===== src/inc/rotate_file_map.vh =====
`ifndef ROTATE_FILE_MAP_VH
`define ROTATE_FILE_MAP_VH

// register byte offsets on the bus
`define REG_CTRL        8'h00
`define REG_INSTR       8'h04
`define REG_WORK        8'h08
`define REG_STATUS      8'h0c
`define REG_BANK        8'h10
`define REG_INDEX       8'h14
`define REG_STATE       8'h18

// reset values
`define CTRL_RESET      1'h0
`define INSTR_RESET     16'h0000
`define WORK_RESET      8'h00
`define STATUS_RESET    5'h00
`define BANK_RESET      4'h0
`define INDEX_RESET     12'h000

// status flag positions
`define FLAG_C          0
`define FLAG_Z          2
`define FLAG_N          4

// control and state register fields
`define CTRL_EXT_BIT    0
`define STATE_BUSY_BIT  0
`define STATE_ILL_BIT   1
`define STATE_IDX_BIT   2
`define STATE_ADDR_LSB  16

// opcode patterns, upper bits of the instruction word
`define OP_RRNC_HI      6'h10
`define OP_RRC_HI       6'h0c
`define OP_SET_FILE_ALL_ONES_OP_HI      7'h34

// instruction fields
`define INSTR_D_BIT     9
`define INSTR_A_BIT     8

// data address forming
`define IDX_LIMIT       8'h5f
`define ACCESS_SPLIT    8'h60
`define ACCESS_HIGH     4'hf
`define ALL_ONES        8'hff

// bus answers
`define RESP_OKAY       2'h0
`define RESP_SLVERR     2'h2

`endif


===== src/file_addr_former.v =====
`timescale 1ns/1ps
`include "rotate_file_map.vh"

module file_addr_former (
  // instruction fields
  input  wire [7:0]  fileAddr,
  input  wire        bankAccess,
  // address sources
  input  wire        extEnable,
  input  wire [3:0]  bankSel,
  input  wire [11:0] indexBase,
  // formed address
  output reg  [11:0] dataAddr,
  output reg         indexed
);

  // bank bit picks banked, indexed or access-bank addressing
  always @* begin
    indexed = 1'b0;
    if (bankAccess) begin
      dataAddr = {bankSel, fileAddr};
    end else if (extEnable && (fileAddr <= `IDX_LIMIT)) begin
      indexed  = 1'b1;
      dataAddr = indexBase + {4'h0, fileAddr};
    end else if (fileAddr < `ACCESS_SPLIT) begin
      dataAddr = {4'h0, fileAddr};
    end else begin
      dataAddr = {`ACCESS_HIGH, fileAddr};
    end
  end

endmodule


===== src/rotate_set_alu.v =====
`timescale 1ns/1ps
`include "rotate_file_map.vh"

module rotate_set_alu (
  // decoded opcode and operand
  input  wire [15:0] instr,
  input  wire [7:0]  src,
  input  wire        carryIn,
  // result and effects
  output reg  [7:0]  result,
  output reg         carryOut,
  output reg         toFile,
  output reg         setsCarry,
  output reg         setsNz,
  output reg         legal
);

  wire destBit = instr[`INSTR_D_BIT];

  // opcode decode and data processing
  always @* begin
    result    = src;
    carryOut  = carryIn;
    toFile    = 1'b0;
    setsCarry = 1'b0;
    setsNz    = 1'b0;
    legal     = 1'b1;
    if (instr[15:10] == `OP_RRNC_HI) begin
      result = {src[0], src[7:1]};
      toFile = destBit;
      setsNz = 1'b1;
    end else if (instr[15:10] == `OP_RRC_HI) begin
      result    = {carryIn, src[7:1]};
      carryOut  = src[0];
      toFile    = destBit;
      setsCarry = 1'b1;
      setsNz    = 1'b1;
    end else if (instr[15:9] == `OP_SET_FILE_ALL_ONES_OP_HI) begin
      result = `ALL_ONES;
      toFile = 1'b1;
    end else begin
      legal = 1'b0;
    end
  end

endmodule


===== src/rotate_file_core.v =====
// Notes on behaviour
// - decode 0100 00da f as no-carry rotate
// - rotate right, bit0 wraps to bit7
// - no-carry rotate updates only N and Z
// - d=0 writes W, d=1 writes file
// - a=0 access bank, a=1 bank register
// - extended, a=0, f<=95: indexed literal offset
// - one word, four phases: decode, read, process, write
// - 0110 100a f writes ones, no flags
// - rotate through carry updates C, N, Z
//
// Chosen here: the AXI4-Lite slave port and the register addresses.
`timescale 1ns/1ps
`include "rotate_file_map.vh"

module rotate_file_core (
  // clock, reset, enable
  input  wire        clock,
  input  wire        nrst,
  input  wire        ce,
  // axi4-lite write address
  input  wire        awvalid,
  output reg         awready,
  input  wire [7:0]  awaddr,
  // axi4-lite write data
  input  wire        wvalid,
  output reg         wready,
  input  wire [31:0] wdata,
  input  wire [3:0]  wstrb,
  // axi4-lite write response
  output reg         bvalid,
  input  wire        bready,
  output reg  [1:0]  bresp,
  // axi4-lite read address
  input  wire        arvalid,
  output reg         arready,
  input  wire [7:0]  araddr,
  // axi4-lite read data
  output reg         rvalid,
  input  wire        rready,
  output reg  [31:0] rdata,
  output reg  [1:0]  rresp,
  // data memory
  output reg  [11:0] memAddr,
  output reg         memRdEn,
  input  wire [7:0]  memRdData,
  output reg         memWrEn,
  output reg  [7:0]  memWrData
);

  // phase codes of the instruction cycle
  localparam PH_IDLE = 3'h0;
  localparam PH_Q1   = 3'h1;
  localparam PH_Q2   = 3'h2;
  localparam PH_Q3   = 3'h3;
  localparam PH_Q4   = 3'h4;

  // software-visible state
  reg        extEnable;
  reg [15:0] instr;
  reg [7:0]  work;
  reg [4:0]  status;
  reg [3:0]  bankSel;
  reg [11:0] indexBase;
  reg        illegal;
  reg        lastIndexed;

  // sequencer state
  reg [2:0]  phase;
  reg [7:0]  operand;
  reg [7:0]  resultQ;
  reg        carryQ;
  reg        toFileQ;
  reg        setsCarryQ;
  reg        setsNzQ;

  // write channel holding
  reg        awHave;
  reg [7:0]  awAddrQ;
  reg        wHave;
  reg [31:0] wDataQ;
  reg [3:0]  wStrbQ;

  wire        busy = (phase != PH_IDLE);
  wire [11:0] formedAddr;
  wire        formedIndexed;
  wire [7:0]  aluResult;
  wire        aluCarry;
  wire        aluToFile;
  wire        aluSetsCarry;
  wire        aluSetsNz;
  wire        aluLegal;

  file_addr_former addrFormer (
    .fileAddr   (instr[7:0]),
    .bankAccess (instr[`INSTR_A_BIT]),
    .extEnable  (extEnable),
    .bankSel    (bankSel),
    .indexBase  (indexBase),
    .dataAddr   (formedAddr),
    .indexed    (formedIndexed)
  );

  rotate_set_alu alu (
    .instr     (instr),
    .src       (operand),
    .carryIn   (status[`FLAG_C]),
    .result    (aluResult),
    .carryOut  (aluCarry),
    .toFile    (aluToFile),
    .setsCarry (aluSetsCarry),
    .setsNz    (aluSetsNz),
    .legal     (aluLegal)
  );

  // byte-lane merge of the held write data
  wire [31:0] laneMask = {{8{wStrbQ[3]}}, {8{wStrbQ[2]}}, {8{wStrbQ[1]}}, {8{wStrbQ[0]}}};
  wire        doWrite  = awHave && wHave && !bvalid;
  wire        mapped   = (awAddrQ == `REG_CTRL) || (awAddrQ == `REG_INSTR) ||
                         (awAddrQ == `REG_WORK) || (awAddrQ == `REG_STATUS) ||
                         (awAddrQ == `REG_BANK) || (awAddrQ == `REG_INDEX) ||
                         (awAddrQ == `REG_STATE);

  function [31:0] merge;
    input [31:0] old;
    input [31:0] mask;
    input [31:0] val;
    begin
      merge = (old & ~mask) | (val & mask);
    end
  endfunction

  // merged values of each writable register
  wire [31:0] mCtrl   = merge({31'h0, extEnable}, laneMask, wDataQ);
  wire [31:0] mInstr  = merge({16'h0, instr}, laneMask, wDataQ);
  wire [31:0] mWork   = merge({24'h0, work}, laneMask, wDataQ);
  wire [31:0] mStatus = merge({27'h0, status}, laneMask, wDataQ);
  wire [31:0] mBank   = merge({28'h0, bankSel}, laneMask, wDataQ);
  wire [31:0] mIndex  = merge({20'h0, indexBase}, laneMask, wDataQ);

  // write address and data channels, taken in either order
  always @(posedge clock) begin
    if (!nrst) begin
      awready <= 1'b1;
      wready  <= 1'b1;
      awHave  <= 1'b0;
      wHave   <= 1'b0;
      awAddrQ <= 8'h00;
      wDataQ  <= 32'h00000000;
      wStrbQ  <= 4'h0;
      bvalid  <= 1'b0;
      bresp   <= `RESP_OKAY;
    end else if (ce) begin
      if (awvalid && awready) begin
        awHave  <= 1'b1;
        awready <= 1'b0;
        awAddrQ <= {awaddr[7:2], 2'h0};
      end
      if (wvalid && wready) begin
        wHave  <= 1'b1;
        wready <= 1'b0;
        wDataQ <= wdata;
        wStrbQ <= wstrb;
      end
      if (doWrite) begin
        awHave  <= 1'b0;
        wHave   <= 1'b0;
        awready <= 1'b1;
        wready  <= 1'b1;
        bvalid  <= 1'b1;
        bresp   <= mapped ? `RESP_OKAY : `RESP_SLVERR;
      end else if (bvalid && bready) begin
        bvalid <= 1'b0;
      end
    end
  end

  // read channel, answered one cycle after the address is taken
  always @(posedge clock) begin
    if (!nrst) begin
      arready <= 1'b1;
      rvalid  <= 1'b0;
      rdata   <= 32'h00000000;
      rresp   <= `RESP_OKAY;
    end else if (ce) begin
      if (arvalid && arready) begin
        arready <= 1'b0;
        rvalid  <= 1'b1;
        rresp   <= `RESP_OKAY;
        case ({araddr[7:2], 2'h0})
          `REG_CTRL:   rdata <= {31'h0, extEnable};
          `REG_INSTR:  rdata <= {16'h0, instr};
          `REG_WORK:   rdata <= {24'h0, work};
          `REG_STATUS: rdata <= {27'h0, status};
          `REG_BANK:   rdata <= {28'h0, bankSel};
          `REG_INDEX:  rdata <= {20'h0, indexBase};
          `REG_STATE:  rdata <= {4'h0, memAddr, 13'h0, lastIndexed, illegal, busy};
          default: begin
            rdata <= 32'h00000000;
            rresp <= `RESP_SLVERR;
          end
        endcase
      end else if (rvalid && rready) begin
        rvalid  <= 1'b0;
        arready <= 1'b1;
      end
    end
  end

  // software writes; the core owns W, status and instr while busy
  always @(posedge clock) begin
    if (!nrst) begin
      extEnable <= `CTRL_RESET;
      bankSel   <= `BANK_RESET;
      indexBase <= `INDEX_RESET;
    end else if (ce && doWrite) begin
      if (awAddrQ == `REG_CTRL)
        extEnable <= mCtrl[`CTRL_EXT_BIT];
      if (awAddrQ == `REG_BANK && !busy)
        bankSel <= mBank[3:0];
      if (awAddrQ == `REG_INDEX && !busy)
        indexBase <= mIndex[11:0];
    end
  end

  // four-phase instruction cycle
  always @(posedge clock) begin
    if (!nrst) begin
      phase       <= PH_IDLE;
      instr       <= `INSTR_RESET;
      work        <= `WORK_RESET;
      status      <= `STATUS_RESET;
      operand     <= 8'h00;
      resultQ     <= 8'h00;
      carryQ      <= 1'b0;
      toFileQ     <= 1'b0;
      setsCarryQ  <= 1'b0;
      setsNzQ     <= 1'b0;
      illegal     <= 1'b0;
      lastIndexed <= 1'b0;
      memAddr     <= 12'h000;
      memRdEn     <= 1'b0;
      memWrEn     <= 1'b0;
      memWrData   <= 8'h00;
    end else if (ce) begin
      memWrEn <= 1'b0;
      case (phase)
        PH_IDLE: begin
          // an instruction write starts a cycle; instr, W and status writes while busy are dropped
          if (doWrite && awAddrQ == `REG_INSTR) begin
            instr <= mInstr[15:0];
            phase <= PH_Q1;
          end
          if (doWrite && awAddrQ == `REG_WORK)
            work <= mWork[7:0];
          if (doWrite && awAddrQ == `REG_STATUS)
            status <= mStatus[4:0];
        end
        PH_Q1: begin
          // decode: form the operand address and request the read
          memAddr     <= formedAddr;
          lastIndexed <= formedIndexed;
          memRdEn     <= 1'b1;
          phase       <= PH_Q2;
        end
        PH_Q2: begin
          // read register f
          operand <= memRdData;
          memRdEn <= 1'b0;
          phase   <= PH_Q3;
        end
        PH_Q3: begin
          // process data; an unknown opcode completes as a no-op
          resultQ    <= aluResult;
          carryQ     <= aluCarry;
          toFileQ    <= aluToFile && aluLegal;
          setsCarryQ <= aluSetsCarry;
          setsNzQ    <= aluSetsNz;
          illegal    <= !aluLegal;
          phase      <= PH_Q4;
        end
        PH_Q4: begin
          // write to destination and the affected flags only
          if (toFileQ) begin
            memWrEn   <= 1'b1;
            memWrData <= resultQ;
          end else if (!illegal) begin
            work <= resultQ;
          end
          if (setsNzQ) begin
            status[`FLAG_N] <= resultQ[7];
            status[`FLAG_Z] <= (resultQ == 8'h00);
          end
          if (setsCarryQ)
            status[`FLAG_C] <= carryQ;
          phase <= PH_IDLE;
        end
        default: phase <= PH_IDLE;
      endcase
    end
  end

endmodule


===== config.mk =====
export PLATFORM = sky130hd
export DESIGN_NAME = rotate_file_core
export DESIGN_NICKNAME = d
export VERILOG_FILES = /design/src/file_addr_former.v /design/src/rotate_set_alu.v /design/src/rotate_file_core.v
export VERILOG_INCLUDE_DIRS = /design/src /design/src/inc
export SDC_FILE = /design/constraint.sdc
export NUM_CORES = 1
export LEC_CHECK = 0
export BUFFER_PORTS_ARGS = -buffer_cell sky130_fd_sc_hd__buf_2
export CELL_PAD_IN_SITES_DETAIL_PLACEMENT = 2
export CELL_PAD_IN_SITES_GLOBAL_PLACEMENT = 2
export CORE_MARGIN = 3
export CORE_UTILIZATION = 36
export CTS_CLUSTER_DIAMETER = 60
export CTS_CLUSTER_SIZE = 28
export DETAILED_ROUTE_END_ITERATION = 8
export PLACE_DENSITY_LB_ADDON = 0.3
export REMOVE_ABC_BUFFERS = 1
export SYNTH_ARGS = -nofsm -noshare
export SYNTH_HDL_FRONTEND = slang
export SYNTH_SLANG_ARGS = --single-unit

===== constraint.sdc =====
create_clock -name clock -period 5.3 [get_ports clock]
set_input_delay 0 -clock clock [delete_from_list [all_inputs] [get_ports clock]]
set_output_delay 0 -clock clock [all_outputs]
set_load 0.01 [all_outputs]

After elaboration in Yosys (flattened, before gate mapping):

Index checks and enable logic that the tools add are counted.

* register bits: 160
* latch bits: 0
* RAM bits: 0
* ROM bits: 0
* output and inout port bits: 63
* word-level logic and storage cells: 186
* memories: 0

* add/sub/neg operators: 1
* $mul: 0
* divide/modulo/power cells: 0
* $lt $le $gt $ge: 2
* equality and inequality tests: 26
* shift-type cells: 0
* multiplexer cells: 51
* bitwise gates (word level): 14
* reduce and logical (&&, ||, !) cells: 58

Operators by type and width (count)
* case mux 28 bit (7 select lines): 1
* two-way mux 8 bit: 6
* equality test 6 x 3 -> 1 bit, second input constant: 6
* two-way mux 12 bit: 3
* bitwise AND 16 bit: 2
* AND reduction 2 bit: 16
* two-way mux 1 bit: 31
* equality test 6 x 2 -> 1 bit, second input constant: 4
* zero test 8 bit: 2
* inverter 16 bit: 1
* bitwise OR 16 bit: 1
* case mux 8 bit (2 select lines): 1
* logical AND 1 bit: 15
* != test 2 bit, second input constant: 7
* adder 12 x 8 -> 12 bit: 1
* bitwise AND 12 bit: 1
* equality test 6 x 1 -> 1 bit, second input constant: 2
* bitwise OR 12 bit: 1
* case mux 3 bit (4 select lines): 1
* nonzero test 2 bit: 6
* AND reduction 3 bit: 3
* bitwise AND 8 bit: 1
* <= comparator 8 x 7 -> 1 bit, second input constant: 1
* less-than comparator 8 x 7 -> 1 bit, second input constant: 1
* other kinds (25): 38

Longest topological paths before layout:

* word-level depth: 8
* depth in mapped cells: 9
* gate-level depth less buffers: 9

Hierarchy:

A second synthesis with hierarchy kept.

* cells, all modules: 913
* area total of the unflattened synthesis: 7369.6 µm²

By module, submodules not included
* rotate_file_core: instances 1, cells an instance 776, area each 6414.9 µm², sequential area each 3083.0 µm²
* file_addr_former: instances 1, cells an instance 95, area each 629.4 µm², sequential area each 0.0 µm²
* rotate_set_alu: instances 1, cells an instance 42, area each 325.3 µm², sequential area each 0.0 µm²

Worst setup path after synthesis:

Ideal clock, no wire load.

* path type: register -> register
* start: reg with a tool-made name
* end: reg memAddr[10]
* library setup time: 119 ps
* data arrival time: 1905 ps
* required time: 5181 ps
* slack: 3276 ps
* cell stages (with the launch flop): 10
* buffers on the path: 0
* clock period less this slack: 2024 ps
* cell sequence: dfxtp_1 ha_1 inv_1 fa_1 nor2b_1 o31a_1 o21ai_0 a21oi_1 mux2i_1 o221a_2

RTL lines
* end signal, assigned: RTL line rotate_file_core.v:261 `memAddr <= formedAddr;`
* end, declared: RTL line rotate_file_core.v:44 `output reg [11:0] memAddr,`

==> flow_summary.toml <==
[synth]
synth_top_area_frac = 0.4263
synth-xor-area-share = 0.002422
synth-simple-area-share = 0.2483
syn_inst = 849
ys.flop_type = "dfxtp_1"
ys_ff_latch = 154
synth_compound_area_frac = 0.2087
synth_edf_count = 0
yosysWarnings = 0
synthTopCellsByArea = "dfxtp_1, nand2_1, mux2i_1"
synth_top_cell_by_area = "dfxtp_1"
async_flop_share = 0
synthMuxAreaShare = 0.04896
synth_fa_ha_area_frac = 0.01661
syn_area_sq_um = 7232
yosysSeqAreaShare = 0.4263
ys_types = 80
syn_avg_cell_area_sq_um = 8.518
synth_top_family_by_area = "simple AND/OR/NAND/NOR gates"

[timing]
fin_setup_tns_ns = 0
setup_viol = 0
period_share = 0.5133
min_period_ns = 2.721
hold_viol = 0
worstMarginPinSlew_ns = 0.9896
holdWs_ns = 0.04646
slew_viol_final = 0
finClkSkew_ns = 0.008900
rsz0062_at_grt = "false"
max_slew_margin = 0.3378
max_freq_mhz = 367.6
worst_slack_ns = 2.579

[clock_tree]
cts_resized = 0
htreeDepth = 4
numCtsBuffers = 17
clkSinkCount = 154
cts_root_buffer = "clkbuf_16"
clockBufferDepth = 2
cts_tree = "yes"
clock_latency_ns = 0.43
clk_transition_reported_paths_ns = 0.06

[die]
dieArea_sq_um = 21830
core_sq_um = 19590
num_rows = 51
ioPinCount = 131
die_w_um = 147.7
dieHeight_um = 147.7
start_util = 0.3692

[drt]
via_per_inst = 5.589
dr.pass1.iters = 4
wl_per_cell_um = 22.09
postRouteAntennaNets = 0
totalWireLength_um = 27290
drc = 0
via_count = 6903
drt-initial-drc-count = 377

[final_layout]
final.fill_count = 2172
drive_above_1_share = 0.1589
fin_nets = 1033
utilization = 0.4519
area_growth_pct = 22.42
stdcell_count = 1235

[worst_hold_path]
worstHoldPathType = "in -> reg"

[global_route]
grt_pass1_wl_um = 43460
grt_max_degree = 65
grt_usage = 0.2528
grt_pass1_vias = 7591
overflow = 0
antenna_found_initial = 0

[worst_setup_path]
r2r-start = "phase[2]"
criticalPathCategory = "reg -> reg"
crit_start = "phase[2]"
worst-endpoint-arrival_ns = 3.01
rrSetupSlack_ns = 2.58
critical_path.startpoint_type = "flop"
r2r_cells = 6
crit_required_ns = 5.59
cp-end-kind = "flop"
crit_fanout = 14

[placement]
placed_cells = 1166
post-dp-hpwl_um = 16920
gp_congestion = 0.7789
post-place-ws_ns = 2.778
numPortBuffers = 102

[power]
max-vdd-ir-drop_mv = 0.2634
leakage_nw = 3.428
powerDensity_nw_per_um2 = 307.5

[outcome]
status = "complete, no violations"

[job]
maxCapViolCount = 0
[layout by cell type, fill, tap and decap left out, drive strengths merged, types with 10 or more instances in the layout]
| cell | synthesis | final |
|---|---|---|
| nor2b | 36 | 36 |
| and2 | 15 | 15 |
| dfxtp | 154 | 154 |
| nand3 | 56 | 56 |
| nor2 | 47 | 47 |
| clkbuf | 33 | 25 |
| a21boi | 53 | 53 |
| dlygate4sd3 | 0 | 36 |
| nand2 | 157 | 157 |
| a21oi | 42 | 42 |
| a22oi | 21 | 21 |
| inv | 10 | 10 |
| o21ai | 35 | 35 |
| mux2i | 32 | 32 |
| buf | 28 | 108 |
[stage by stage]
stage          area (sq um)  power (mW)
2_1_floorplan          6943       1.265
3_3_place_gp           7835       1.329
3_5_place_dp           7835       1.334
4_1_cts                8851       2.721
5_1_grt                8851       2.795
6_report               8853       2.723
[final cells by class]
class / count / area, sq um / area share
Clock inverter: 7 / 160.2 / 0.01809
Multi-Input combinational cell: 628 / 3824 / 0.4319
Inverter: 11 / 41.29 / 0.004664
Sequential cell: 154 / 3083 / 0.3482
Clock buffer: 25 / 495.5 / 0.05596
Antenna cell: 1 / 2.502 / 0.0002826
Tap cell: 265 / 331.6 / 0.03745
Timing Repair Buffer: 144 / 915.9 / 0.1034
[layer usage]
metal | wire, um | vias up | track usage
li1 | - | 3216 | -
met1 | 11940 | 3502 | 0.3209
met2 | 13830 | 147 | 0.4402
met3 | 944 | 38 | 0.03525
met4 | 569 | 0 | 0.08854
met5 | 0 | - | 0
[worst min-delay path by stage]
stage / start / to / slack, ns / cells after the start
detailed placement: wstrb[1] / wStrbQ[1] / 0.25 / 3
global placement: wdata[9] / wDataQ[9] / 0.25 / 3
floorplan: nrst / arready / 0.08 / 1
CTS: araddr[2] / rdata[4] / 0.04 / 3
global route: ce / awready / 0.07 / 3
finish: ce / awready / 0.05 / 3
[power by group]
part | switching (mW) | internal (mW)
combinational | 0.0842 | 0.0615
clock | 0.502 | 0.886
sequential | 0.0185 | 1.17
[what timing repair did]
action / in CTS / in global routing
hold buffers: 36 / 0
buffers inserted: 0 / 0
endpoints found under the hold margin: 37 / 0
[critical path: stages (launching register included)]
cell	delay, ns
dfxtp_1	0.42
nor2b_1	0.57
nand3_4	0.19
nor3_4	0.68
nand2_1	0.38
nand2_1	0.19
a21boi_0	0.14
[cells by family after synthesis]
| group | count (synthesis) |
|---|---|
| simple gates | 358 |
| compound gates | 218 |
| flops | 154 |
| buf+inv | 72 |
| mux | 35 |
| fa+ha+maj | 9 |
| xor+xnor | 2 |
| other cells | 1 |
[synth_stat cells (all sizes together) (4+ instances only)]
cell type and n:
a211oi 8, a21boi 53, a21oi 42, a22oi 21, a311oi 9, a31oi 6, and2 15, and3 4
buf 28, clkbuf 33, dfxtp 154, ha 8, inv 10, mux2i 32, nand2 157, nand2b 6
nand3 56, nand3b 6, nand4 4, nor2 47, nor2b 36, nor3 9, o211a 5, o21a 5
o21ai 35, o221ai 8
(Power assumes the default switching activity.)
